File: src/pkg/bia_pkg.sv
// constants and types of the bidding interrupt arbiter
//Contract
//eighteen bidding sources: four rx, four tx, four break, four change of state, two timers
//each bid mixes fixed bits, programmed bits and the source's live condition; here rx and tx bids hold no programmed bits
//bids are compared with the programmed threshold once per crystal clock cycle
//an interrupt request rises when some bid exceeds the threshold
//the winning bid itself, not the threshold, is loaded into the capture register
//capture loads on interrupt acknowledge and on the refresh capture command
//captured value tells channel, source type and fifo byte count in one read
//captured value steers vector modification and the global pointer locations
//global receive read returns the captured receiver's fifo data
//global transmit write sends the byte to the captured transmitter's fifo
//global count and channel reads return those captured fields right justified
//the four global locations store nothing; they decode the captured value
//bid bits 1:0 channel, 4:2 type, upper bits count, error or priority
//type codes 111,011,x10,100,001,101,000; the numerically largest bid wins
//idle timer, empty receive fifo and full transmit fifo do not bid
//six bit threshold meets bid bits 7:2; ties go to highest channel
//vector format: 00 full, 01 six bits+channel, 10 three bits+type+channel, 11 all ones
//request stays high while any enabled bid exceeds threshold, drops when none does
package bia_pkg;
	localparam int BIA_NSRC = 18;
	localparam int BIA_NCH = 4;
	localparam int BIA_NCT = 2;
	// apb byte addresses
	localparam logic [7:0] BIA_A_CTRL = 8'h00;
	localparam logic [7:0] BIA_A_VBASE = 8'h04;
	localparam logic [7:0] BIA_A_CAPT = 8'h08;
	localparam logic [7:0] BIA_A_CMD = 8'h0C;
	localparam logic [7:0] BIA_A_GCOUNT = 8'h10;
	localparam logic [7:0] BIA_A_GCHAN = 8'h14;
	localparam logic [7:0] BIA_A_GRX = 8'h18;
	localparam logic [7:0] BIA_A_GTX = 8'h1C;
	localparam logic [7:0] BIA_A_SRCEN = 8'h20;
	localparam logic [7:0] BIA_A_BRKPRI = 8'h24;
	localparam logic [7:0] BIA_A_COSPRI = 8'h28;
	localparam logic [7:0] BIA_A_CTPRI = 8'h2C;
	localparam logic [7:0] BIA_A_STAT = 8'h30;
	localparam logic [7:0] BIA_A_MASK = 8'h34;
	// reset values
	localparam logic [7:0] BIA_RST_CTRL = 8'h00;
	localparam logic [7:0] BIA_RST_VBASE = 8'h0F;
	localparam logic [17:0] BIA_RST_SRCEN = 18'h00000;
	// source type codes in bid bits 4:2
	localparam logic [1:0] BIA_RX_LOW = 2'b11;
	localparam logic [1:0] BIA_TX_LOW = 2'b10;
	localparam logic [2:0] BIA_T_BRK = 3'b100;
	localparam logic [2:0] BIA_T_COS = 3'b001;
	localparam logic [2:0] BIA_T_CT = 3'b101;
	localparam logic [7:0] BIA_NO_BID = 8'h00;
	// vector formats
	localparam logic [1:0] BIA_VF_FULL = 2'b00;
	localparam logic [1:0] BIA_VF_CH = 2'b01;
	localparam logic [1:0] BIA_VF_TYPE = 2'b10;
	localparam logic [7:0] BIA_VEC_INHIBIT = 8'hFF;
	// status bit positions
	localparam int BIA_ST_REQ = 0;
	localparam int BIA_ST_CAPT = 1;
	localparam int BIA_ST_MISS = 2;
	localparam int BIA_ST_W = 3;
	typedef logic [7:0] bia_bid_t;
endpackage

File: src/pkg/bia_bid_if.sv
// bid bundle between the source logic and the arbiter
`timescale 1ns/1ps
interface bia_bid_if;
	logic [17:0][7:0] bid;
	logic [17:0] live;
	logic [5:0] threshold;
	logic tick;
	logic [7:0] win;
	logic win_valid;
	logic above;
	modport src(output bid, live, threshold, tick, input win, win_valid, above);
	modport arb(input bid, live, threshold, tick, output win, win_valid, above);
endinterface

File: src/logic/bia_edge_sync.sv
// two flop synchroniser with edge pulse
`timescale 1ns/1ps
module bia_edge_sync #(
	parameter bit RISE = 1'b1
) (
	input wire logic pclk,
	input wire logic presetn,
	input wire logic pin,
	output logic level,
	output logic edge_pulse
);
	logic meta;
	logic last;
	always_ff @(posedge pclk or negedge presetn) begin
		if (!presetn) begin
			// start at the pin's idle level so no output or edge follows reset
			meta <= ~RISE;
			level <= ~RISE;
			last <= ~RISE;
		end else begin
			meta <= pin;
			level <= meta;
			last <= level;
		end
	end
	assign edge_pulse = RISE ? (level & ~last) : (~level & last);
endmodule

File: src/logic/bia_arbiter.sv
// bid comparison sampled once per crystal tick
`timescale 1ns/1ps
module bia_arbiter (
	input wire logic pclk,
	input wire logic presetn,
	bia_bid_if.arb bus
);
	import bia_pkg::*;
	logic [7:0] best;
	logic found;
	logic over;
	always_comb begin
		best = BIA_NO_BID;
		found = 1'b0;
		over = 1'b0;
		for (int i = 0; i < BIA_NSRC; i++) begin
			if (bus.live[i]) begin
				// numeric max: leading ones and then highest channel win
				if (!found || bus.bid[i] > best) begin
					best = bus.bid[i];
				end
				found = 1'b1;
				if (bus.bid[i][7:2] > bus.threshold) begin
					over = 1'b1;
				end
			end
		end
	end
	// sample at crystal rate
	always_ff @(posedge pclk or negedge presetn) begin
		if (!presetn) begin
			bus.win <= BIA_NO_BID;
			bus.win_valid <= 1'b0;
			bus.above <= 1'b0;
		end else if (bus.tick) begin
			bus.win <= best;
			bus.win_valid <= found;
			bus.above <= over;
		end
	end
endmodule

File: src/logic/bia_top.sv
// bidding interrupt arbiter with apb registers and global pointers
//
// The APB register port and the address map are this design's own decisions.
`timescale 1ns/1ps
module bia_top (
	input wire logic pclk,
	input wire logic presetn,
	input wire logic psel,
	input wire logic penable,
	input wire logic pwrite,
	input wire logic [7:0] paddr,
	input wire logic [31:0] pwdata,
	output logic [31:0] prdata,
	output logic pready,
	output logic pslverr,
	input wire logic crystal_clock_input,
	input wire logic interrupt_ack_strobe_n,
	input wire logic [3:0][3:0] rx_count,
	input wire logic [3:0] rx_error,
	input wire logic [3:0][7:0] rx_data,
	input wire logic [3:0][3:0] tx_space,
	input wire logic [3:0] break_detect,
	input wire logic [3:0] change_of_state_source,
	input wire logic [1:0] timer_expired,
	output logic rx_pop,
	output logic [1:0] rx_pop_ch,
	output logic tx_push,
	output logic [1:0] tx_push_ch,
	output logic [7:0] tx_push_data,
	output logic bid_request,
	output logic [7:0] vector_out,
	output logic vector_oe,
	output logic irq
);
	import bia_pkg::*;

	bia_bid_if bids();

	logic [7:0] interrupt_control_setting;
	logic [7:0] vector_base_value;
	logic [7:0] current_interrupt_capture;
	logic [17:0] source_enable;
	logic [11:0] break_pri;
	logic [11:0] cos_pri;
	logic [3:0] ct_pri;
	logic [BIA_ST_W-1:0] int_status;
	logic [BIA_ST_W-1:0] int_mask;
	logic [BIA_ST_W-1:0] events;
	logic xtal_tick;
	logic ack_level;
	logic ack_fall;
	logic above_last;
	logic rd_err;
	logic [31:0] next_prdata;
	logic next_err;
	logic wr_hit;
	logic rd_hit;
	logic refresh;
	logic [1:0] cap_ch;
	logic cap_is_rx;
	logic cap_is_tx;
	logic [2:0] gcount;
	logic [7:0] next_vector;

	////////////////////////////////////////////////////////////////////////
	// pin synchronisers

	bia_edge_sync #(.RISE(1'b1)) u_xtal (
		.pclk(pclk),
		.presetn(presetn),
		.pin(crystal_clock_input),
		.level(),
		.edge_pulse(xtal_tick)
	);

	bia_edge_sync #(.RISE(1'b0)) u_ack (
		.pclk(pclk),
		.presetn(presetn),
		.pin(interrupt_ack_strobe_n),
		.level(ack_level),
		.edge_pulse(ack_fall)
	);

	////////////////////////////////////////////////////////////////////////
	// bid formation

	assign bids.tick = xtal_tick;
	assign bids.threshold = interrupt_control_setting[7:2];

	for (genvar c = 0; c < BIA_NCH; c++) begin : g_ch
		logic [3:0] rx_m1;
		logic [3:0] tx_m1;
		assign rx_m1 = rx_count[c] - 4'h1;
		assign tx_m1 = tx_space[c] - 4'h1;
		// receiver: count, error, 11, channel
		assign bids.bid[c] = {rx_m1[2:0], rx_error[c], BIA_RX_LOW, 2'(c)};
		assign bids.live[c] = source_enable[c] & (rx_count[c] != 4'h0);
		// transmitter: 0, count, 10, channel
		assign bids.bid[BIA_NCH + c] = {1'b0, tx_m1[2:0], BIA_TX_LOW, 2'(c)};
		assign bids.live[BIA_NCH + c] = source_enable[BIA_NCH + c] & (tx_space[c] != 4'h0);
		// break and change of state carry programmed priority
		assign bids.bid[2*BIA_NCH + c] = {break_pri[3*c +: 3], BIA_T_BRK, 2'(c)};
		assign bids.live[2*BIA_NCH + c] = source_enable[2*BIA_NCH + c] & break_detect[c];
		assign bids.bid[3*BIA_NCH + c] = {cos_pri[3*c +: 3], BIA_T_COS, 2'(c)};
		assign bids.live[3*BIA_NCH + c] =
			source_enable[3*BIA_NCH + c] & change_of_state_source[c];
	end

	for (genvar t = 0; t < BIA_NCT; t++) begin : g_ct
		// timer: priority, 0, 101, channel of its block
		assign bids.bid[4*BIA_NCH + t] = {ct_pri[2*t +: 2], 1'b0, BIA_T_CT, 2'(2*t)};
		assign bids.live[4*BIA_NCH + t] = source_enable[4*BIA_NCH + t] & timer_expired[t];
	end

	bia_arbiter u_arb (
		.pclk(pclk),
		.presetn(presetn),
		.bus(bids)
	);

	assign bid_request = bids.above;

	////////////////////////////////////////////////////////////////////////
	// apb decode

	assign pready = 1'b1;
	assign pslverr = psel & penable & rd_err;
	assign wr_hit = psel & penable & pwrite;
	assign rd_hit = psel & penable & ~pwrite;
	assign refresh = wr_hit & (paddr == BIA_A_CMD) & pwdata[0];

	// captured value fields; no storage of their own
	assign cap_ch = current_interrupt_capture[1:0];
	assign cap_is_rx = current_interrupt_capture[3:2] == BIA_RX_LOW;
	assign cap_is_tx = current_interrupt_capture[3:2] == BIA_TX_LOW;

	always_comb begin
		gcount = 3'h0;
		if (cap_is_rx) begin
			gcount = current_interrupt_capture[7:5];
		end else if (cap_is_tx) begin
			gcount = current_interrupt_capture[6:4];
		end
	end

	always_comb begin
		next_prdata = 32'h0;
		next_err = 1'b0;
		case (paddr)
			BIA_A_CTRL: next_prdata[7:0] = interrupt_control_setting;
			BIA_A_VBASE: next_prdata[7:0] = vector_base_value;
			BIA_A_CAPT: next_prdata[7:0] = current_interrupt_capture;
			BIA_A_CMD: next_prdata = 32'h0;
			BIA_A_GCOUNT: next_prdata[2:0] = gcount;
			BIA_A_GCHAN: next_prdata[1:0] = cap_ch;
			BIA_A_GRX: next_prdata[7:0] = rx_data[cap_ch];
			BIA_A_GTX: next_prdata = 32'h0;
			BIA_A_SRCEN: next_prdata[17:0] = source_enable;
			BIA_A_BRKPRI: next_prdata[11:0] = break_pri;
			BIA_A_COSPRI: next_prdata[11:0] = cos_pri;
			BIA_A_CTPRI: next_prdata[3:0] = ct_pri;
			BIA_A_STAT: next_prdata[BIA_ST_W-1:0] = int_status;
			BIA_A_MASK: next_prdata[BIA_ST_W-1:0] = int_mask;
			default: next_err = 1'b1;
		endcase
	end

	// read data and error prepared in the setup cycle
	always_ff @(posedge pclk or negedge presetn) begin
		if (!presetn) begin
			prdata <= 32'h0;
			rd_err <= 1'b0;
		end else if (psel & ~penable) begin
			prdata <= pwrite ? 32'h0 : next_prdata;
			rd_err <= next_err;
		end
	end

	////////////////////////////////////////////////////////////////////////
	// control registers

	always_ff @(posedge pclk or negedge presetn) begin
		if (!presetn) begin
			interrupt_control_setting <= BIA_RST_CTRL;
			vector_base_value <= BIA_RST_VBASE;
			source_enable <= BIA_RST_SRCEN;
			break_pri <= 12'h000;
			cos_pri <= 12'h000;
			ct_pri <= 4'h0;
			int_mask <= '0;
		end else if (wr_hit) begin
			case (paddr)
				BIA_A_CTRL: interrupt_control_setting <= pwdata[7:0];
				BIA_A_VBASE: vector_base_value <= pwdata[7:0];
				BIA_A_SRCEN: source_enable <= pwdata[17:0];
				BIA_A_BRKPRI: break_pri <= pwdata[11:0];
				BIA_A_COSPRI: cos_pri <= pwdata[11:0];
				BIA_A_CTPRI: ct_pri <= pwdata[3:0];
				BIA_A_MASK: int_mask <= pwdata[BIA_ST_W-1:0];
				default: ;
			endcase
		end
	end

	////////////////////////////////////////////////////////////////////////
	// capture register

	always_ff @(posedge pclk or negedge presetn) begin
		if (!presetn) begin
			current_interrupt_capture <= BIA_NO_BID;
		end else if (ack_fall | refresh) begin
			current_interrupt_capture <= bids.win_valid ? bids.win : BIA_NO_BID;
		end
	end

	////////////////////////////////////////////////////////////////////////
	// global pointer side effects

	always_ff @(posedge pclk or negedge presetn) begin
		if (!presetn) begin
			rx_pop <= 1'b0;
			rx_pop_ch <= 2'h0;
			tx_push <= 1'b0;
			tx_push_ch <= 2'h0;
			tx_push_data <= 8'h00;
		end else begin
			rx_pop <= rd_hit & (paddr == BIA_A_GRX) & cap_is_rx;
			tx_push <= wr_hit & (paddr == BIA_A_GTX) & cap_is_tx;
			if (rd_hit & (paddr == BIA_A_GRX)) begin
				rx_pop_ch <= cap_ch;
			end
			if (wr_hit & (paddr == BIA_A_GTX)) begin
				tx_push_ch <= cap_ch;
				tx_push_data <= pwdata[7:0];
			end
		end
	end

	////////////////////////////////////////////////////////////////////////
	// vector output

	always_comb begin
		case (interrupt_control_setting[1:0])
			BIA_VF_FULL: next_vector = vector_base_value;
			BIA_VF_CH: next_vector = {vector_base_value[7:2], cap_ch};
			BIA_VF_TYPE: next_vector = {vector_base_value[7:5], current_interrupt_capture[4:0]};
			default: next_vector = BIA_VEC_INHIBIT;
		endcase
	end

	always_ff @(posedge pclk or negedge presetn) begin
		if (!presetn) begin
			vector_out <= BIA_VEC_INHIBIT;
			vector_oe <= 1'b0;
		end else begin
			vector_out <= next_vector;
			vector_oe <= ~ack_level;
		end
	end

	////////////////////////////////////////////////////////////////////////
	// interrupt status, write one to clear, set wins

	always_ff @(posedge pclk or negedge presetn) begin
		if (!presetn) begin
			above_last <= 1'b0;
		end else begin
			above_last <= bids.above;
		end
	end

	always_comb begin
		events = '0;
		events[BIA_ST_REQ] = bids.above & ~above_last;
		events[BIA_ST_CAPT] = ack_fall | refresh;
		events[BIA_ST_MISS] = (rd_hit & (paddr == BIA_A_GRX) & ~cap_is_rx)
			| (wr_hit & (paddr == BIA_A_GTX) & ~cap_is_tx);
	end

	always_ff @(posedge pclk or negedge presetn) begin
		if (!presetn) begin
			int_status <= '0;
		end else if (wr_hit & (paddr == BIA_A_STAT)) begin
			int_status <= (int_status & ~pwdata[BIA_ST_W-1:0]) | events;
		end else begin
			int_status <= int_status | events;
		end
	end

	assign irq = |(int_status & int_mask);
endmodule

File: config.mk
export PLATFORM = sky130hd
export DESIGN_NAME = bia_top
export DESIGN_NICKNAME = d
export VERILOG_FILES = /design/src/pkg/bia_pkg.sv /design/src/pkg/bia_bid_if.sv /design/src/logic/bia_edge_sync.sv /design/src/logic/bia_arbiter.sv /design/src/logic/bia_top.sv
export SDC_FILE = /design/constraint.sdc
export NUM_CORES = 1
export LEC_CHECK = 0
export ABC_AREA = 1
export BUFFER_PORTS_ARGS = -buffer_cell sky130_fd_sc_hd__buf_2
export CORE_MARGIN = 2
export CORE_UTILIZATION = 40
export DETAILED_ROUTE_END_ITERATION = 10
export PLACE_DENSITY = 0.62
export SLEW_MARGIN = 10
export SYNTH_ARGS = -nofsm -noshare
export SYNTH_HDL_FRONTEND = slang
export SYNTH_HIERARCHICAL = 1
export SYNTH_SLANG_ARGS = --single-unit
File: constraint.sdc
create_clock -name pclk -period 36.3 [get_ports pclk]
set_input_delay 7.26 -clock pclk [delete_from_list [all_inputs] [get_ports pclk]]
set_output_delay 7.26 -clock pclk [all_outputs]
set_load 0.02 [all_outputs]
==> flow_summary.json, run 1 <==
{
  "min_path_type": "reg -> reg",
  "grt_max_degree": 74,
  "grt_pass1_wl_mm": 70.28,
  "vias": 14720,
  "ys_seq_elements": 135,
  "cp.arrival_ns": 30.71,
  "slew_headroom_pct": 33.54,
  "cts_max_level": 4,
  "end_kind": "register",
  "fin_worst_skew_ns": 0.01216,
  "share_comb_of_total_power_pct": 28.5,
  "mostFrequentLayoutCell": "nand2_1",
  "max_freq_mhz": 32.90,
  "root_buffer": "clkbuf_16",
  "critPathLaunchType": "input port",
  "area_delta_synth_final_pct": 16.84,
  "ys_seq_area_share_pct": 22.69,
  "portBuffers": 154,
  "die_x_um": 197.5,
  "diodes": 0,
  "drive_gt1_share_pct": 13.90,
  "synth_area_um2": 14970,
  "gr-usage-all-layers_pct": 22.46,
  "hpwl_mm": 34.44,
  "viasPerCell": 4.826,
  "drv_cap": 0,
  "power_mw": 0.4728,
  "crit_buf_inv": 8,
  "layout_common_cells": "644 x nand2_1, 249 x inv_1, 248 x conb_1",
  "min_period_ns": 30.40,
  "gr-total-overflow": 0,
  "io_pins": 184,
  "postPlaceCellArea_um2": 16890,
  "max_stage_delay_ns": 0.37,
  "critical_path_class": "in -> reg",
  "setup_viol": 0,
  "synth_top_area_cell": "dfrtp_1",
  "cts_setup_buffers": 0,
  "numCtsBuffers": 17,
  "insertion_delay_ns": 0.43,
  "antenna_left": 0,
  "internal_power_mw": 0.3165,
  "placed_cells": 3020,
  "drc": 0,
  "tightest_slew_ns": 0.9959,
  "synth_area_leaders": "dfrtp_1 20%, ha_1 19%, nand2_1 16%",
  "hold_depth": 0,
  "rsz0062_at_grt": "false",
  "vdd_drop_max_uv": 32.22,
  "antenna_found_initial": 0,
  "hold_viol_final": 0,
  "crit_path_frequent_cell": "nand2_1",
  "fp-row-count": 70,
  "cts_hold_buf": 0,
  "cpMaxStageDelayCell": "ha_1",
  "period_share_pct": 83.74,
  "firstDrtPassIters": 7,
  "die_h_um": 197.5,
  "status": "completed",
  "fin_area_um2": 17500,
  "post-route-util_pct": 47.67,
  "synth_edf_count": 0,
  "switchingPower_mw": 0.1563,
  "synth_flop_cell": "dfrtp_1",
  "cp.depth": 178,
  "synth_area_per_cell_um2": 6.797,
  "cp.required_ns": 36.61,
  "ys_types": 57,
  "start_util_pct": 40.80,
  "drtIter0Drc": 931,
  "path_clk_slew_ns": 0.06,
  "synth_top_area_share_pct": 20.05,
  "routabilityCongestion": 0.9034,
  "fin_tns_setup_ns": 0,
  "drt-wirelength-per-cell_um": 13.92,
  "p_sw_share_pct": 33.05,
  "fp.dieArea_um2": 39000,
  "layout.cells.non_filler": 3051,
  "cp_top_family": "simple AND/OR/NAND/NOR gates",
  "p_leak_nw": 10.17,
  "slew_violations": 0,
  "power.density_nw_per_um2": 27.02,
  "r2r_cells": 175,
  "routed_wl_mm": 42.46,
  "cp_max_fo": 16,
  "nets": 2919,
  "pwr-share-seq_pct": 33.6,
  "yosysWarnings": 6,
  "clock_sinks": 135,
  "core_area_um2": 36700,
  "clock_path_buffers": 2,
  "clockPowerShare_pct": 37.8,
  "grt_pass1_vias": 14120,
  "cts_resized": 0,
  "synthArstFlopShare_pct": 100.0,
  "synth_cells": 2203,
  "tritoncts": "built"
}
==> state kept, by name, indices dropped and copies added (netlist names), 2 cells and up <==
register and count:
vector_base_value 8, interrupt_control_setting 8, ct_pri 4, int_mask 3
current_interrupt_capture 8, cos_pri 12, prdata 18, rx_pop_ch 2
source_enable 18, tx_push_data 8, u_arb/bus.win 8, tx_push_ch 2
int_status 3, vector_out 8, break_pri 12
==> cell families after synthesis <==
family / count (synthesis) / share of synthesized area (%)
other cells: 2 / 0.05015
simple gates: 1115 / 33.41
mux: 6 / 0.6016
xor+xnor: 8 / 0.4679
buf+inv: 334 / 9.784
compound gates: 380 / 14.36
flops: 135 / 22.69
fa+ha+maj: 223 / 18.63
==> worst register-to-register path, delay by kind of cell, from the launching register on <==
kind | cells | cell delay [ns]
AOI/OAI and AO/OA | 36 | 5.87
buffers and inverters | 6 | 0.48
DFF | 1 | 0.60
and+or+nand+nor | 116 | 11.41
adders and majority gates | 17 | 5.41
==> metrics by stage <==
stage	worst slack [ns]	hold WS (ns)
2_1_floorplan	7.600	0.3312
3_3_place_gp	6.128	0.3381
3_5_place_dp	5.606	0.3370
4_1_cts	5.959	0.3511
5_1_grt	2.906	0.3626
6_report	5.903	0.3479
==> routing by layer <==
layer	vias to the layer above	wire length (um)	global-route usage (%)
li1	7741	-	-
met1	6678	20710	30.93
met2	273	19510	37.86
met3	32	1651	2.868
met4	0	589	4.177
met5	-	0	0
==> Yosys cell counts, types with 8 or more instances <==
| cell type | count |
|---|---|
| a211oi_1 | 15 |
| a21oi_1 | 71 |
| a31oi_1 | 8 |
| buf_4 | 22 |
| buf_6 | 10 |
| clkbuf_1 | 14 |
| dfrtp_1 | 120 |
| dfstp_2 | 15 |
| ha_1 | 223 |
| inv_1 | 249 |
| inv_2 | 21 |
| nand2_1 | 644 |
| nand2_2 | 68 |
| nand2_4 | 21 |
| nand3_1 | 168 |
| nand3b_1 | 19 |
| nand4_1 | 12 |
| nor2_1 | 145 |
| nor2_2 | 11 |
| nor2_4 | 9 |
| o211ai_1 | 8 |
| o21ai_0 | 213 |
| o21ai_1 | 8 |
| o21bai_1 | 14 |
| o22ai_1 | 9 |
| xor2_1 | 8 |
==> final cells by class <==
type                       instances  area [um^2]
multi-input combinational       1980        11040
sequential                       135         3397
tap                              468        585.6
clock inverter                    11        148.9
inverter                         276         1042
fill                            3808        19200
clock buffer                      20        456.7
timing repair buffer             161        829.5
==> worst paths after layout <==
kind | slack, ns | end | start
hold reg to reg | 0.35 | u_xtal/level | u_xtal/meta
setup / recovery | 5.90 | u_arb/bus.win[0] | rx_count[0]
hold / removal | 0.35 | u_xtal/level | u_xtal/meta
min in group asynchronous | 6.81 | prdata[5] | presetn
setup reg to reg | 12.45 | u_arb/bus.win[0] | source_enable[0]
max in group asynchronous | 28.15 | source_enable[16] | presetn
==> power by group through the flow <==
stage                     Clock (mW)  Sequential (mW)  Combinational (mW)
after global routing           0.188            0.160               0.158
after CTS                      0.181            0.159               0.134
after floorplan                    0            0.160               0.100
after detailed placement           0            0.162               0.133
final                          0.179            0.159               0.135
after global placement             0            0.162               0.129
No activity file was read; power rests on OpenSTA's default activity.
==> run 2, diff against run 1 <==
- clock period: 36.3 -> 31.4 ns (I/O delays scaled with it)
==> run 2 against run 1 <==
  * Critical path depth shrank 3
  * Utilization grew 0.17 points
  * Final cell count grew 0.13%
  * Highest routed layer unchanged
  * Sequential power grew 16%
  * Non-clock buffer count is the same
  * Sequential share of layout area shrank 0.069 points
  * Largest cell class unchanged
==> flow_summary.json, run 2 (synthesis results as in run 1) <==
{
  "status": "completed",
  "layout.cells.non_filler": 3055,
  "power.density_nw_per_um2": 31.51,
  "hold_viol_final": 0,
  "slew_headroom_pct": 34.66,
  "critPathLaunchType": "input port",
  "routed_wl_mm": 43.05,
  "layout_common_cells": "642 x nand2_1, 249 x inv_1, 248 x conb_1",
  "hpwl_mm": 34.78,
  "end_kind": "register",
  "fin_worst_skew_ns": 0.009935,
  "clock_sinks": 135,
  "root_buffer": "clkbuf_16",
  "routabilityCongestion": 0.9006,
  "rrSetupSlack_ns": 8.34,
  "grt_pass1_vias": 14140,
  "r2r-end": "u_arb/bus.win[3]",
  "cp.required_ns": 31.71,
  "rsz0062_at_grt": "false",
  "tritoncts": "built",
  "cp_max_fo": 16,
  "viasPerCell": 4.809,
  "die_x_um": 197.5,
  "setup_viol": 0,
  "crit_path_frequent_cell": "nand2_1",
  "path_clk_slew_ns": 0.06,
  "mostFrequentLayoutCell": "nand2_1",
  "fp-row-count": 70,
  "cts_hold_buf": 0,
  "r2r_cells": 172,
  "drtIter0Drc": 935,
  "antenna_left": 0,
  "startpoint": "rx_count[0]",
  "regToRegStartpoint": "source_enable[0]",
  "io_pins": 184,
  "fin_area_um2": 17560,
  "portBuffers": 154,
  "multiInputGateArea_um2": 11070,
  "min_period_ns": 28.66,
  "num-fill-cells": 3784,
  "cts_setup_buffers": 0,
  "largestRegisters": "prdata (18), source_enable (18)",
  "postPlaceCellArea_um2": 16890,
  "cts_resized": 0,
  "cts_max_level": 4,
  "vdd_drop_max_uv": 36.91,
  "fin_tns_setup_ns": 0,
  "clock_path_buffers": 2,
  "cp.arrival_ns": 28.97,
  "die_h_um": 197.5,
  "critical_path_class": "in -> reg",
  "max_freq_mhz": 34.89,
  "p_leak_nw": 10.18,
  "placed_cells": 3020,
  "insertion_delay_ns": 0.42,
  "slew_violations": 0,
  "gr-usage-all-layers_pct": 22.61,
  "worstSetupEndpoint": "u_arb/bus.win[3]",
  "cpMaxStageDelayCell": "ha_1",
  "drc": 0,
  "vias": 14690,
  "fp.dieArea_um2": 39000,
  "max_stage_delay_ns": 0.36,
  "drive_gt1_share_pct": 13.97,
  "min_path_type": "reg -> reg",
  "regArea_um2": 3397,
  "area_delta_synth_final_pct": 17.25,
  "hold_depth": 0,
  "start_util_pct": 40.80,
  "firstDrtPassIters": 5,
  "numCtsBuffers": 17,
  "tightest_slew_ns": 0.9790,
  "drt-wirelength-per-cell_um": 14.09,
  "period_share_pct": 91.27,
  "gr-total-overflow": 0,
  "grt_pass1_wl_mm": 70.67,
  "core_area_um2": 36700,
  "antenna_found_initial": 2,
  "grt_max_degree": 74,
  "drv_cap": 0,
  "nets": 2919
}
[run 2: cell count changes in the layout (fill, tap and decap cells not counted), sizes merged]
cell      before  now
clkinvlp       3    2
bufinv         3    4
diode          0    3
clkbuf        20   21
[run 2: how the worst min path moves through the flow]
stage                start      endpoint  slack, ns
5_1_grt        u_xtal/meta  u_xtal/level       0.36
6_report       u_xtal/meta  u_xtal/level       0.35
3_5_place_dp   u_xtal/meta  u_xtal/level       0.34
4_1_cts         u_ack/meta   u_ack/level       0.36
3_3_place_gp   u_xtal/meta  u_xtal/level       0.34
2_1_floorplan  u_xtal/meta  u_xtal/level       0.33
[run 2: power breakdown]
| group | internal [mW] | switching, mW |
|---|---|---|
| Combinational | 0.0581 | 0.0986 |
| Clock | 0.135 | 0.0772 |
| Sequential | 0.179 | 0.00480 |
| Total | 0.373 | 0.181 |
[run 2: layout make-up]
cell class	instances	share of cell area (%)
Clock inverter	11	0.9763
Clock buffer	21	2.565
Timing Repair Buffer	161	4.746
Antenna cell	3	0.04276
Multi-Input combinational cell	1980	63.05
Sequential cell	135	19.35
Inverter	276	5.936
Tap cell	468	3.335
[run 2: per-layer routing]
metal / track usage (%) / vias to the layer above / routed length [um]
met3: 3.056 / 36 / 1820
met5: 0 / - / 0
met2: 38.25 / 279 / 20130
met4: 5.402 / 0 / 697
li1: - / 7747 / -
met1: 30.49 / 6628 / 20400
[run 2: worst max-delay path, delay by kind of cell]
family	cells	cell delay, ns
adder cells (fa/ha/maj)	18	5.57
AND/OR/NAND/NOR	118	11.34
AO/OA/AOI/OAI	33	5.18
buffers and inverters	6	0.51
[run 2: metrics by stage]
stage          worst slack (ns)  utilization [%]  hold slack [ns]  total power, mW
2_1_floorplan             3.680                -           0.3312           0.3015
3_3_place_gp              2.258            46.02           0.3398           0.3353
3_5_place_dp              1.792            46.02           0.3434           0.3404
4_1_cts                   2.139            47.72           0.3568           0.5559
5_1_grt                 0.01916            47.83           0.3618           0.5924
6_report                  2.741            47.85           0.3549           0.5532
==> run 3, diff against run 2 <==
- clock period: 31.4 -> 28.3 ns (I/O delays scaled with it)
==> run 3 against run 2 <==
  * Worst hold slack lost 0.0049 ns
  * Die area is the same
  * Routed wire length grew 1.4%
  * Clock skew shrank 0.00071 ns
  * Total power grew 11%
  * Critical endpoint is now u_arb/bus.win[1]
  * Highest routed layer unchanged
==> flow_summary.json, run 3 (synthesis results as in run 1) <==
{
  "tightest_slew_ns": 1.048,
  "crit_path_frequent_cell": "nand2_1",
  "p_leak_nw": 10.62,
  "numCtsBuffers": 17,
  "portBuffers": 154,
  "cpMaxStageDelayCell": "ha_1",
  "grt_util_met2_pct": 38.38,
  "cp.required_ns": 28.62,
  "slew_violations": 0,
  "area_delta_synth_final_pct": 23.07,
  "core_area_um2": 36700,
  "busiest_layer": "met2",
  "critical_path_class": "in -> reg",
  "layout.cells.non_filler": 3151,
  "slew_headroom_pct": 29.49,
  "viasPerCell": 4.815,
  "period_share_pct": 92.84,
  "insertion_delay_ns": 0.43,
  "fin_worst_skew_ns": 0.009227,
  "hold_viol_final": 0,
  "root_buffer": "clkbuf_16",
  "io_pins": 184,
  "die_h_um": 197.5,
  "critPathLaunchType": "input port",
  "hpwl_mm": 34.82,
  "nets": 3016,
  "post-route-util_pct": 50.22,
  "largestRegisters": "prdata (18), source_enable (18)",
  "status": "completed",
  "antenna_left": 0,
  "setup_viol": 0,
  "antenna_found_initial": 2,
  "vias": 15170,
  "fin_area_um2": 18430,
  "gr-usage-all-layers_pct": 22.73,
  "clock_sinks": 135,
  "met3_usage_pct": 2.920,
  "grt_pass1_wl_mm": 71.17,
  "drt-wirelength-per-cell_um": 13.85,
  "vdd_drop_max_uv": 40.30,
  "tritoncts": "built",
  "end_kind": "register",
  "grt_max_degree": 74,
  "gr-total-overflow": 0,
  "fp.dieArea_um2": 39000,
  "power.density_nw_per_um2": 33.34,
  "grt_pass1_vias": 14350,
  "drc": 0,
  "routed_wl_mm": 43.63,
  "cts_hold_buf": 0,
  "start_util_pct": 40.80,
  "cp.arrival_ns": 26.59,
  "drv_cap": 0,
  "drive_gt1_share_pct": 18.58,
  "cts_max_level": 4,
  "clock_path_buffers": 2,
  "die_x_um": 197.5,
  "met1_usage_pct": 30.77,
  "max_freq_mhz": 38.06,
  "cp_max_fo": 16,
  "path_clk_slew_ns": 0.07,
  "max_stage_delay_ns": 0.35,
  "fp-row-count": 70,
  "placed_cells": 3101,
  "min_period_ns": 26.27,
  "firstDrtPassIters": 5,
  "postPlaceCellArea_um2": 17500,
  "min_path_type": "reg -> reg",
  "layout_common_cells": "643 x nand2_1, 249 x inv_1, 248 x conb_1",
  "mostFrequentLayoutCell": "nand2_1",
  "drtIter0Drc": 811,
  "routabilityCongestion": 0.9080
}
## run 3: cell count changes in the layout (fill, tap and decap cells not counted), sizes merged
cell      delta
buf         +94
inv          +6
bufinv       -4
clkbuf       -4
clkinvlp     +3
nand2        +3
clkinv       -1
diode        -1
## run 3: power breakdown
| part | internal [mW] | switching, mW |
|---|---|---|
| clock | 0.116 | 0.0982 |
| sequential | 0.199 | 0.00531 |
| combinational | 0.0808 | 0.116 |
| total | 0.395 | 0.219 |
## run 3: repair_timing
action | in CTS | in global routing
buffers inserted | 0 | 13
setup endpoints to repair | 0 | 8
gates resized for setup | 0 | 107
## run 3: worst max-delay path, delay by kind of cell
kind | cells | cell delay [ns]
adders and majority gates | 18 | 5.46
buffers and inverters | 10 | 0.83
xor gates and xnor gates | 1 | 0.20
AOI/OAI and AO/OA | 30 | 3.85
and+or+nand+nor | 117 | 10.50
## run 3: final cells by class
cell class / instances / area (um^2)
Antenna cell: 2 / 5.005
Tap cell: 468 / 585.6
Timing Repair Buffer: 255 / 1543
Sequential cell: 135 / 3397
Inverter: 276 / 1042
Clock buffer: 17 / 425.4
Clock inverter: 15 / 137.6
Multi-Input combinational cell: 1983 / 11290
Fill cell: 3726 / 18270
## run 3: final timing paths
check | slack (ns) | cells after the start | start | to
max | 2.03 | 176 | rx_count[0] | u_arb/bus.win[1]
min | 0.35 | 0 | u_xtal/meta | u_xtal/level
max reg2reg | 6.99 | 174 | source_enable[0] | u_arb/bus.win[1]
min reg2reg | 0.35 | 0 | u_xtal/meta | u_xtal/level
max in group asynchronous | 21.73 | 2 | presetn | prdata[15]
min in group asynchronous | 5.21 | 1 | presetn | prdata[1]
## run 3: per-layer routing
layer  up-vias  wire length, um
li1       7964                -
met5         -                0
met4         0              865
met1      6893            20640
met3        43             1915
met2       271            20210
## run 3: stage by stage
stage          power, mW  TNS (ns)  hold slack, ns  setup slack, ns
5_1_grt           0.6582   -0.3577          0.3608         -0.07274
3_3_place_gp      0.3867         0          0.3374           0.7880
2_1_floorplan     0.3345         0          0.3312            1.200
4_1_cts           0.6064         0          0.3504           0.7068
3_5_place_dp      0.3921         0          0.3347           0.3851
6_report          0.6144         0          0.3500            2.025
